[config.mk]
export PLATFORM = sky130hd
export DESIGN_NAME = tas_regs_dev_flat
export DESIGN_NICKNAME = d
export VERILOG_FILES = /design/src/common/tas_pkg.sv /design/src/common/tas_link_if.sv /design/src/logic/tas_regs_dev.sv /design/src/flat_wrapper.sv
export VERILOG_INCLUDE_DIRS = /design/src /design/src/common
export SDC_FILE = /design/constraint.sdc
export NUM_CORES = 1
export LEC_CHECK = 0
export BUFFER_PORTS_ARGS = -buffer_cell sky130_fd_sc_hd__buf_2
export CAP_MARGIN = 20
export CELL_PAD_IN_SITES_DETAIL_PLACEMENT = 1
export CELL_PAD_IN_SITES_GLOBAL_PLACEMENT = 1
export CORE_MARGIN = 3
export CORE_UTILIZATION = 51
export DETAILED_ROUTE_END_ITERATION = 8
export MAX_ROUTING_LAYER = met4
export PLACE_DENSITY = 0.78
export SKIP_LAST_GASP = 1
export SLEW_MARGIN = 15
export SYNTH_ARGS = -nofsm -noshare
export SYNTH_HDL_FRONTEND = slang
export SYNTH_SLANG_ARGS = --single-unit
[constraint.sdc]
create_clock -name sys_clk_i -period 3.8 [get_ports sys_clk_i]
set_input_delay 0.57 -clock sys_clk_i [delete_from_list [all_inputs] [get_ports sys_clk_i]]
set_output_delay 0.57 -clock sys_clk_i [all_outputs]
set_load 0.005 [all_outputs]
[src/common/tas_consts.svh]
// Constant codes, field positions and reset values of the alarm and sequencer register bank.
`ifndef TAS_CONSTS_SVH
`define TAS_CONSTS_SVH

// ==========================================================================
// Write codes (4 bits) and read codes (5 bits)
// ==========================================================================
`define TAS_WR_CTRL1        4'h1
`define TAS_WR_ALARM        4'h3
`define TAS_WR_AUX_ONE_HI   4'h4
`define TAS_WR_AUX_ONE_LO   4'h5
`define TAS_WR_BAT_ONE_HI   4'h6
`define TAS_WR_BAT_ONE_LO   4'h7
`define TAS_WR_BAT_TWO_HI   4'h8
`define TAS_WR_BAT_TWO_LO   4'h9
`define TAS_WR_TEMP_LO      4'ha
`define TAS_WR_TEMP_HI      4'hb
`define TAS_WR_SEQ_SLAVE    4'hc
`define TAS_WR_SEQ_MASTER   4'hd
`define TAS_WR_OUT_CONV     4'he
`define TAS_RD_CTRL1        5'h01
`define TAS_RD_ALARM        5'h03
`define TAS_RD_LIMIT_FIRST  5'h04
`define TAS_RD_LIMIT_LAST   5'h0b
`define TAS_RD_SEQ_SLAVE    5'h0c
`define TAS_RD_SEQ_MASTER   5'h0d
`define TAS_RD_OUT_CONV     5'h0e
`define TAS_RD_VERT_POS     5'h10
`define TAS_RD_HORZ_POS     5'h11
`define TAS_RD_PRESS_2      5'h12

// ==========================================================================
// Conversion channel codes and conversion kinds
// ==========================================================================
`define TAS_CH_VERT_POS     4'h0
`define TAS_CH_HORZ_POS     4'h1
`define TAS_CH_PRESS_2      4'h2
`define TAS_CH_AUX_ONE      4'h3
`define TAS_CH_BAT_ONE      4'h6
`define TAS_CH_BAT_TWO      4'h7
`define TAS_CH_THERMAL      4'h8
`define TAS_KIND_SLAVE_SEQ  2'h2
`define TAS_KIND_MASTER_SEQ 2'h3

// ==========================================================================
// Field positions, frame sizes and reset values
// ==========================================================================
`define TAS_CTRL1_KIND_LSB  0
`define TAS_CTRL1_RD_LSB    2
`define TAS_OC_SPAN_BIT     0
`define TAS_OC_CURRENT_BIT  2
`define TAS_OC_SLEEP_BIT    3
`define TAS_OC_CODE_LSB     4
`define TAS_FRAME_BITS      16
`define TAS_REG_RESET       12'h000
`define TAS_HOST_CMD_ADDR   4'h0
`define TAS_HOST_STAT_ADDR  4'h4
`define TAS_HOST_RX_ADDR    4'h8
`define TAS_HOST_HALF_DIV   4

`endif

[src/common/tas_pkg.sv]
// Types shared by both ends of the serial register link.
package tas_pkg;
    typedef logic [11:0] tas_word_t;
    typedef logic [15:0] tas_frame_t;

    typedef enum logic [1:0]
    {
        TAS_HOST_IDLE  = 2'b01,
        TAS_HOST_SHIFT = 2'b10
    } tas_host_state_e;
endpackage : tas_pkg

[src/common/tas_link_if.sv]
// Four-wire synchronous serial link between host and register bank.
`timescale 1ns/1ps
interface tas_link_if;
    logic cs_b;
    logic sclk;
    logic mosi;
    logic miso;

    modport dev
    (
        input  cs_b,
        input  sclk,
        input  mosi,
        output miso
    );

    modport host
    (
        output cs_b,
        output sclk,
        output mosi,
        input  miso
    );
endinterface : tas_link_if

[src/logic/tas_regs_dev.sv]
// Alarm, limit, sequencer, output converter and result register bank on the serial link.
//
// Decided for this implementation: the plain strobed port.
`timescale 1ns/1ps
`include "tas_consts.svh"

module tas_regs_dev
    import tas_pkg::*;
(
    input  wire logic       sys_clk_i,
    input  wire logic       rst_b_i,
    tas_link_if.dev         link,
    input  wire logic       conv_valid_i,
    input  wire logic [3:0] conv_chan_i,
    input  wire logic [11:0] conv_data_i,
    output logic            alert_o,
    output logic [1:0]      conversion_kind_o,
    output logic [11:0]     active_picks_o,
    output logic            output_span_full_o,
    output logic            output_current_mode_o,
    output logic            output_converter_sleep_o,
    output logic [7:0]      output_code_o
);

    // ======================================================================
    // Register storage
    // ======================================================================
    tas_word_t  ctrl1_ff;
    tas_word_t  alarm_ff;
    tas_word_t  limit_ff [4:11];
    tas_word_t  seq_slave_ff;
    tas_word_t  seq_master_ff;
    tas_word_t  out_conv_ff;
    tas_word_t  vert_pos_ff;
    tas_word_t  horz_pos_ff;
    tas_word_t  press_2_ff;
    logic       alert_ff;
    logic [11:0] picks_ff;

    // ======================================================================
    // Serial frame receive and transmit
    // ======================================================================
    logic       sclk_ff;
    logic       cs_b_ff;
    logic [4:0] bit_cnt_ff;
    tas_frame_t rx_sr_ff;
    tas_frame_t tx_sr_ff;
    logic       miso_ff;

    wire        sclk_rise  = link.sclk & ~sclk_ff & ~link.cs_b;
    wire        sclk_fall  = ~link.sclk & sclk_ff & ~link.cs_b;
    wire        frame_open = ~link.cs_b & cs_b_ff;
    wire tas_frame_t rx_next = {rx_sr_ff[14:0], link.mosi};
    // The write lands on the sixteenth rising edge, so a frame cut short writes nothing.
    wire        wr_commit  = sclk_rise && (bit_cnt_ff == 5'(`TAS_FRAME_BITS - 1));
    wire [3:0]  wr_code    = rx_next[15:12];
    wire tas_word_t wr_data = rx_next[11:0];
    wire [4:0]  rd_code    = ctrl1_ff[`TAS_CTRL1_RD_LSB +: 5];

    // ======================================================================
    // Read selection, driven from the read code held in control word one
    // ======================================================================
    tas_word_t rd_data;
    always_comb
    begin
        rd_data = `TAS_REG_RESET;
        if (rd_code >= `TAS_RD_LIMIT_FIRST && rd_code <= `TAS_RD_LIMIT_LAST)
        begin
            rd_data = limit_ff[rd_code[3:0]];
        end
        else
        begin
            unique case (rd_code)
                `TAS_RD_CTRL1:      rd_data = ctrl1_ff;
                `TAS_RD_ALARM:      rd_data = alarm_ff;
                `TAS_RD_SEQ_SLAVE:  rd_data = seq_slave_ff;
                `TAS_RD_SEQ_MASTER: rd_data = seq_master_ff;
                `TAS_RD_OUT_CONV:   rd_data = out_conv_ff;
                `TAS_RD_VERT_POS:   rd_data = vert_pos_ff;
                `TAS_RD_HORZ_POS:   rd_data = horz_pos_ff;
                `TAS_RD_PRESS_2:    rd_data = press_2_ff;
                default:            rd_data = `TAS_REG_RESET;
            endcase
        end
    end

    always_ff @(posedge sys_clk_i or negedge rst_b_i)
    begin
        if (!rst_b_i)
        begin
            sclk_ff    <= 1'b0;
            cs_b_ff    <= 1'b1;
            bit_cnt_ff <= 5'h00;
            rx_sr_ff   <= 16'h0000;
            tx_sr_ff   <= 16'h0000;
            miso_ff    <= 1'b0;
        end
        else
        begin
            sclk_ff <= link.sclk;
            cs_b_ff <= link.cs_b;
            if (link.cs_b)
            begin
                bit_cnt_ff <= 5'h00;
            end
            else if (sclk_rise)
            begin
                bit_cnt_ff <= bit_cnt_ff + 5'h01;
                rx_sr_ff   <= rx_next;
            end
            // The register chosen by the last read code goes out during the next frame.
            if (frame_open)
            begin
                tx_sr_ff <= {4'h0, rd_data};
                miso_ff  <= 1'b0;
            end
            else if (sclk_fall)
            begin
                tx_sr_ff <= {tx_sr_ff[14:0], 1'b0};
                miso_ff  <= tx_sr_ff[14];
            end
        end
    end

    assign link.miso = miso_ff;

    // ======================================================================
    // Limit comparison on auxiliary, battery and temperature conversion results
    // ======================================================================
    wire is_aux_one = conv_valid_i && conv_chan_i == `TAS_CH_AUX_ONE;
    wire is_bat_one = conv_valid_i && conv_chan_i == `TAS_CH_BAT_ONE;
    wire is_bat_two = conv_valid_i && conv_chan_i == `TAS_CH_BAT_TWO;
    wire is_temp    = conv_valid_i && conv_chan_i == `TAS_CH_THERMAL;

    wire [7:0] flag_set;
    assign flag_set[0] = is_aux_one && conv_data_i < limit_ff[`TAS_WR_AUX_ONE_LO];
    assign flag_set[1] = is_bat_one && conv_data_i < limit_ff[`TAS_WR_BAT_ONE_LO];
    assign flag_set[2] = is_bat_two && conv_data_i < limit_ff[`TAS_WR_BAT_TWO_LO];
    assign flag_set[3] = is_temp    && conv_data_i > limit_ff[`TAS_WR_TEMP_HI];
    assign flag_set[4] = is_aux_one && conv_data_i > limit_ff[`TAS_WR_AUX_ONE_HI];
    assign flag_set[5] = is_bat_one && conv_data_i > limit_ff[`TAS_WR_BAT_ONE_HI];
    assign flag_set[6] = is_bat_two && conv_data_i > limit_ff[`TAS_WR_BAT_TWO_HI];
    assign flag_set[7] = is_temp    && conv_data_i < limit_ff[`TAS_WR_TEMP_LO];

    // A software clear and a hardware set in one cycle leave the flag set.
    wire tas_word_t alarm_base = (wr_commit && wr_code == `TAS_WR_ALARM) ? wr_data : alarm_ff;
    wire tas_word_t nxt_alarm  = alarm_base | {4'h0, flag_set};
    // Both flags of one channel share a column, so one enable bit gates both.
    wire [3:0]  chan_flags = nxt_alarm[3:0] | nxt_alarm[7:4];
    wire        nxt_alert  = |(chan_flags & nxt_alarm[11:8]);

    wire [1:0]  nxt_kind   = (wr_commit && wr_code == `TAS_WR_CTRL1)
                             ? wr_data[`TAS_CTRL1_KIND_LSB +: 2] : ctrl1_ff[1:0];
    wire tas_word_t nxt_slave  = (wr_commit && wr_code == `TAS_WR_SEQ_SLAVE)
                                 ? wr_data : seq_slave_ff;
    wire tas_word_t nxt_master = (wr_commit && wr_code == `TAS_WR_SEQ_MASTER)
                                 ? wr_data : seq_master_ff;
    // Bit 0 of both sequence words picks nothing and is kept off the outputs.
    wire [11:0] nxt_picks  = (nxt_kind == `TAS_KIND_SLAVE_SEQ)  ? {nxt_slave[11:1], 1'b0}
                           : (nxt_kind == `TAS_KIND_MASTER_SEQ) ? {nxt_master[11:1], 1'b0}
                           : 12'h000;

    // ======================================================================
    // Register writes and result capture
    // ======================================================================
    always_ff @(posedge sys_clk_i or negedge rst_b_i)
    begin
        if (!rst_b_i)
        begin
            ctrl1_ff      <= `TAS_REG_RESET;
            alarm_ff      <= `TAS_REG_RESET;
            seq_slave_ff  <= `TAS_REG_RESET;
            seq_master_ff <= `TAS_REG_RESET;
            out_conv_ff   <= `TAS_REG_RESET;
            alert_ff      <= 1'b0;
            picks_ff      <= 12'h000;
        end
        else
        begin
            alarm_ff      <= nxt_alarm;
            alert_ff      <= nxt_alert;
            seq_slave_ff  <= nxt_slave;
            seq_master_ff <= nxt_master;
            picks_ff      <= nxt_picks;
            if (wr_commit && wr_code == `TAS_WR_CTRL1)
            begin
                ctrl1_ff <= wr_data;
            end
            if (wr_commit && wr_code == `TAS_WR_OUT_CONV)
            begin
                out_conv_ff <= wr_data;
            end
        end
    end

    always_ff @(posedge sys_clk_i or negedge rst_b_i)
    begin
        if (!rst_b_i)
        begin
            for (int i = 4; i <= 11; i++)
            begin
                limit_ff[i] <= `TAS_REG_RESET;
            end
        end
        else if (wr_commit && wr_code >= `TAS_WR_AUX_ONE_HI && wr_code <= `TAS_WR_TEMP_HI)
        begin
            limit_ff[wr_code] <= wr_data;
        end
    end

    always_ff @(posedge sys_clk_i or negedge rst_b_i)
    begin
        if (!rst_b_i)
        begin
            vert_pos_ff <= `TAS_REG_RESET;
            horz_pos_ff <= `TAS_REG_RESET;
            press_2_ff  <= `TAS_REG_RESET;
        end
        else if (conv_valid_i)
        begin
            if (conv_chan_i == `TAS_CH_VERT_POS)
            begin
                vert_pos_ff <= conv_data_i;
            end
            if (conv_chan_i == `TAS_CH_HORZ_POS)
            begin
                horz_pos_ff <= conv_data_i;
            end
            if (conv_chan_i == `TAS_CH_PRESS_2)
            begin
                press_2_ff <= conv_data_i;
            end
        end
    end

    // ======================================================================
    // Outputs
    // ======================================================================
    assign alert_o                  = alert_ff;
    assign conversion_kind_o        = ctrl1_ff[`TAS_CTRL1_KIND_LSB +: 2];
    assign active_picks_o           = picks_ff;
    assign output_span_full_o       = out_conv_ff[`TAS_OC_SPAN_BIT];
    assign output_current_mode_o    = out_conv_ff[`TAS_OC_CURRENT_BIT];
    assign output_converter_sleep_o = out_conv_ff[`TAS_OC_SLEEP_BIT];
    assign output_code_o            = out_conv_ff[`TAS_OC_CODE_LSB +: 8];

endmodule : tas_regs_dev

[src/flat_wrapper.sv]
// flat-port wrapper written by rule: the top's interface ports become plain ports
module tas_regs_dev_flat import tas_pkg::*;
  (sys_clk_i, rst_b_i, conv_valid_i, conv_chan_i, conv_data_i, alert_o, conversion_kind_o, active_picks_o, output_span_full_o, output_current_mode_o, output_converter_sleep_o, output_code_o, link_cs_b, link_sclk, link_mosi, link_miso);
  tas_link_if link_i ();
  input  wire logic sys_clk_i;
  input  wire logic rst_b_i;
  input  wire logic conv_valid_i;
  input  wire logic [3:0] conv_chan_i;
  input  wire logic [11:0] conv_data_i;
  output logic alert_o;
  output logic [1:0] conversion_kind_o;
  output logic [11:0] active_picks_o;
  output logic output_span_full_o;
  output logic output_current_mode_o;
  output logic output_converter_sleep_o;
  output logic [7:0] output_code_o;
  input wire logic [$bits(link_i.cs_b)-1:0] link_cs_b;
  input wire logic [$bits(link_i.sclk)-1:0] link_sclk;
  input wire logic [$bits(link_i.mosi)-1:0] link_mosi;
  output wire logic [$bits(link_i.miso)-1:0] link_miso;
  assign link_i.cs_b = link_cs_b;
  assign link_i.sclk = link_sclk;
  assign link_i.mosi = link_mosi;
  assign link_miso = link_i.miso;
  tas_regs_dev u_core (.sys_clk_i(sys_clk_i), .rst_b_i(rst_b_i), .link(link_i), .conv_valid_i(conv_valid_i), .conv_chan_i(conv_chan_i), .conv_data_i(conv_data_i), .alert_o(alert_o), .conversion_kind_o(conversion_kind_o), .active_picks_o(active_picks_o), .output_span_full_o(output_span_full_o), .output_current_mode_o(output_current_mode_o), .output_converter_sleep_o(output_converter_sleep_o), .output_code_o(output_code_o));
endmodule
==> flow_metrics.py <==
metrics = {
    "setup_path": {
        "r2r-end": "u_core.alert_o",
        "reg2reg_depth": 10,
        "critPathMaxFanout": 12,
        "worstSetupPathType": "reg2reg",
        "cp_slowest_cell": "or4b_1",
        "r2r_slack_ns": 0.58,
        "timing.rr.start": "u_core.bit_cnt_ff[0]",
        "arrival_ns": 3.64,
        "cp_cell_sequence": "ha_1 -> and3_1 -> ha_1 -> nand3_1 -> or4b_1 -> mux2i_1 -> o21a_1 -> o31ai_1 -> o21a_1 -> a2111o_1",
        "slowest_delay_ns": 0.88,
        "cp-start-kind": "flop",
        "endpoint_kind": "flop",
        "crit_required_ns": 4.23,
    },
    "synthesis": {
        "synth-edff-count": 0,
        "synth_area_leaders": "dfrtp_1 47%, mux2_2 11%, ha_1 9.2%",
        "avgSynthCellArea_sq_um": 11.16,
        "synth_common_cells": "241 x dfrtp_1, 128 x mux2_2, 100 x nand2_1, 94 x ha_1, 93 x inv_1",
        "ys_seq_elements": 242,
        "synth_largest_area_cell": "dfrtp_1",
        "synth_compound_area_share_pct": 12.28,
        "seq_area_frac_synth_pct": 47.13,
        "yosys.cell_types.count": 60,
        "synthSimpleGateAreaFrac_pct": 8.450,
        "ys.flop_type": "dfrtp_1",
        "synth_most_common_cell": "dfrtp_1",
        "synth_cells": 1152,
        "syn_area_sq_um": 12850,
        "synth_top_area_share_pct": 46.92,
        "yosys-mux-area-fraction_pct": 17.37,
        "synth-xor-area-share_pct": 0.2044,
        "syn_nets": 1268,
        "synth_top_family_by_area": "multiplexers",
        "yosysWarningCount": 0,
        "synth_adder_area_share_pct": 9.151,
        "synth-async-reset-ratio_pct": 100.0,
    },
    "layout": {
        "num_antenna_cells": 0,
        "n_fill_cell": 2620,
        "nNetsFinal": 1305,
        "syn2layout_area_growth_pct": 11.88,
        "drive_above_1_share_pct": 24.25,
        "postLayoutCoreUtil_pct": 58.61,
    },
    "clock_network": {
        "cts.sinks": 242,
        "root_buffer": "clkbuf_16",
        "clkTransAtPathRegs_ns": 0.06,
        "numCtsBuffers": 27,
        "cts_tree": "built",
        "htreeDepth": 1,
        "holdBufCountCts": 0,
        "worstSkewPairLatency_ns": 0.55,
        "cts_buffer_depth": 3,
        "post_cts_buffers": 0,
        "cts_resized": 0,
    },
    "pwr": {
        "p_total_uw": 6144,
        "ir_worst_vdd_uv": 332.1,
        "p_per_area_nw_per_um2": 427.3,
        "power_leakage_uw": 0.006939,
    },
    "sta": {
        "tightest_slew_ns": 0.8251,
        "finalMaxSlewViolations": 0,
        "rsz0062_at_grt": "false",
        "fmax_mhz": 310.8,
        "finalSetupViolCount": 0,
        "fin_ws_ns": 0.5820,
        "skew_ns": 0.01658,
        "post-route-min-period_ns": 3.218,
        "fin_crit_sh_pct": 84.68,
        "hold_viol": 0,
        "tns_ns": 0,
        "maxSlewHeadroom_pct": 44.82,
    },
    "global_routing": {
        "antenna_found_initial": 0,
        "grt_pass1_wl_mm": 64.33,
        "grt_max_degree": 100,
        "overflow": 0,
        "track_usage_pct": 32.26,
        "grt_pass1_vias": 10642,
    },
    "floorplanning": {
        "coreArea_sq_um": 24530,
        "io_pins": 49,
        "dieArea_sq_um": 27140,
        "initial_utilization_pct": 52.39,
        "die_y_um": 164.7,
        "num_rows": 57,
        "dieWidth_um": 164.7,
    },
    "detailed_routing": {
        "via_per_inst": 6.371,
        "dr.pass1.iters": 7,
        "ant_nets": 0,
        "drt_iter0_markers": 782,
        "wirelength_mm": 41.49,
        "wl_per_cell_um": 27.08,
        "drc": 0,
        "vias": 9760,
    },
    "place": {
        "dp_slack_ns": 0.6490,
        "gp_congestion": 0.8983,
        "dp_hpwl_mm": 28.39,
        "port-buffer-count": 47,
    },
    "hold_path": {
        "holdCritPathClass": "in2async",
    },
    "status": {
        "status": "finished, final reports clean",
    },
    "flow_run": {
        "drv_cap": 0,
    },
}
-- cells by family (layout without fill, tap and decap cells) --
group                    after synthesis  in the layout
AO/OA/AOI/OAI                        244            244
multiplexers                         177            177
adder cells (fa/ha/maj)               94             94
buffers and inverters                169            225
XOR/XNOR                               3              3
AND/OR/NAND/NOR                      222            222
other                                  1              1
flip-flops                           242            242
-- worst max-delay path, delay by kind of cell, from the launching register on --
family,cells,cell delay (ns)
compound gates,4,0.80
fa+ha+maj,2,0.42
flops,1,0.38
mux,1,0.29
simple gates,3,1.19
-- worst max-delay path by stage --
stage	startpoint	to	slack [ns]
floorplan	link_cs_b	u_core.active_picks_o[10]	1.07
global placement	u_core.bit_cnt_ff[0]	u_core.alert_o	0.76
detailed placement	u_core.bit_cnt_ff[0]	u_core.alert_o	0.65
CTS	u_core.bit_cnt_ff[0]	u_core.alert_o	0.60
global route	u_core.bit_cnt_ff[0]	u_core.alert_o	0.30
finish	u_core.bit_cnt_ff[0]	u_core.alert_o	0.58
-- flip-flops by register name (all words and copies together) (netlist names) --
name,cells
u_core.vert_pos_ff,12
u_core.alert_o,1
u_core.tx_sr_ff,15
u_core.seq_master_ff,12
u_core.ctrl1_ff,12
u_core.bit_cnt_ff,5
u_core.alarm_ff,12
u_core.horz_pos_ff,12
u_core.cs_b_ff,1
u_core.limit_ff,96
u_core.press_2_ff,12
u_core.seq_slave_ff,12
u_core.sclk_ff,1
u_core.active_picks_o,11
u_core.out_conv_ff,12
u_core.link.miso,1
u_core.rx_sr_ff,15
-- stage by stage --
stage	hold WS [ns]	cell area, sq um	instances
global placement	0.4637	13490	1484
floorplan	0.2744	12850	1152
detailed placement	0.4743	13490	1484
finish	0.04929	14380	1532
CTS	0.09082	14380	1532
global route	0.1015	14380	1532
-- cells in the final DEF (no fill, tap or decap), types with 24 or more instances in the layout --
| cell | n |
|---|---|
| a21oi_1 | 40 |
| a22oi_1 | 29 |
| buf_2 | 46 |
| buf_4 | 36 |
| clkbuf_16 | 27 |
| dfrtp_1 | 240 |
| ha_1 | 94 |
| inv_1 | 93 |
| mux2_2 | 128 |
| mux2i_1 | 25 |
| mux4_2 | 24 |
| nand2_1 | 100 |
| nor2_1 | 35 |
| o21ai_0 | 92 |
-- area by class of cell --
cell class / instances / area [sq um] / share of cell area, %
tap: 324 / 405.4 / 2.819
inverter: 93 / 349.1 / 2.428
multi-input combinational: 741 / 6146 / 42.74
clock buffer: 39 / 810.8 / 5.639
clock inverter: 9 / 73.82 / 0.5134
sequential: 242 / 6058 / 42.13
timing repair buffer: 84 / 535.5 / 3.724
-- routing by layer --
metal	GRT usage, %	vias to the layer above	wire length [um]
met3	4.214	108	2119
met4	11.63	0	1657
met1	40.08	5103	16960
met5	-	-	0
li1	-	4213	-
met2	54.40	336	20750
-- power by group --
part / internal (uW) / switching, uW
clock network: 1540 / 1090
logic: 189 / 227
registers: 2740 / 359
Note: power is estimated with default switching activity, not from simulation.
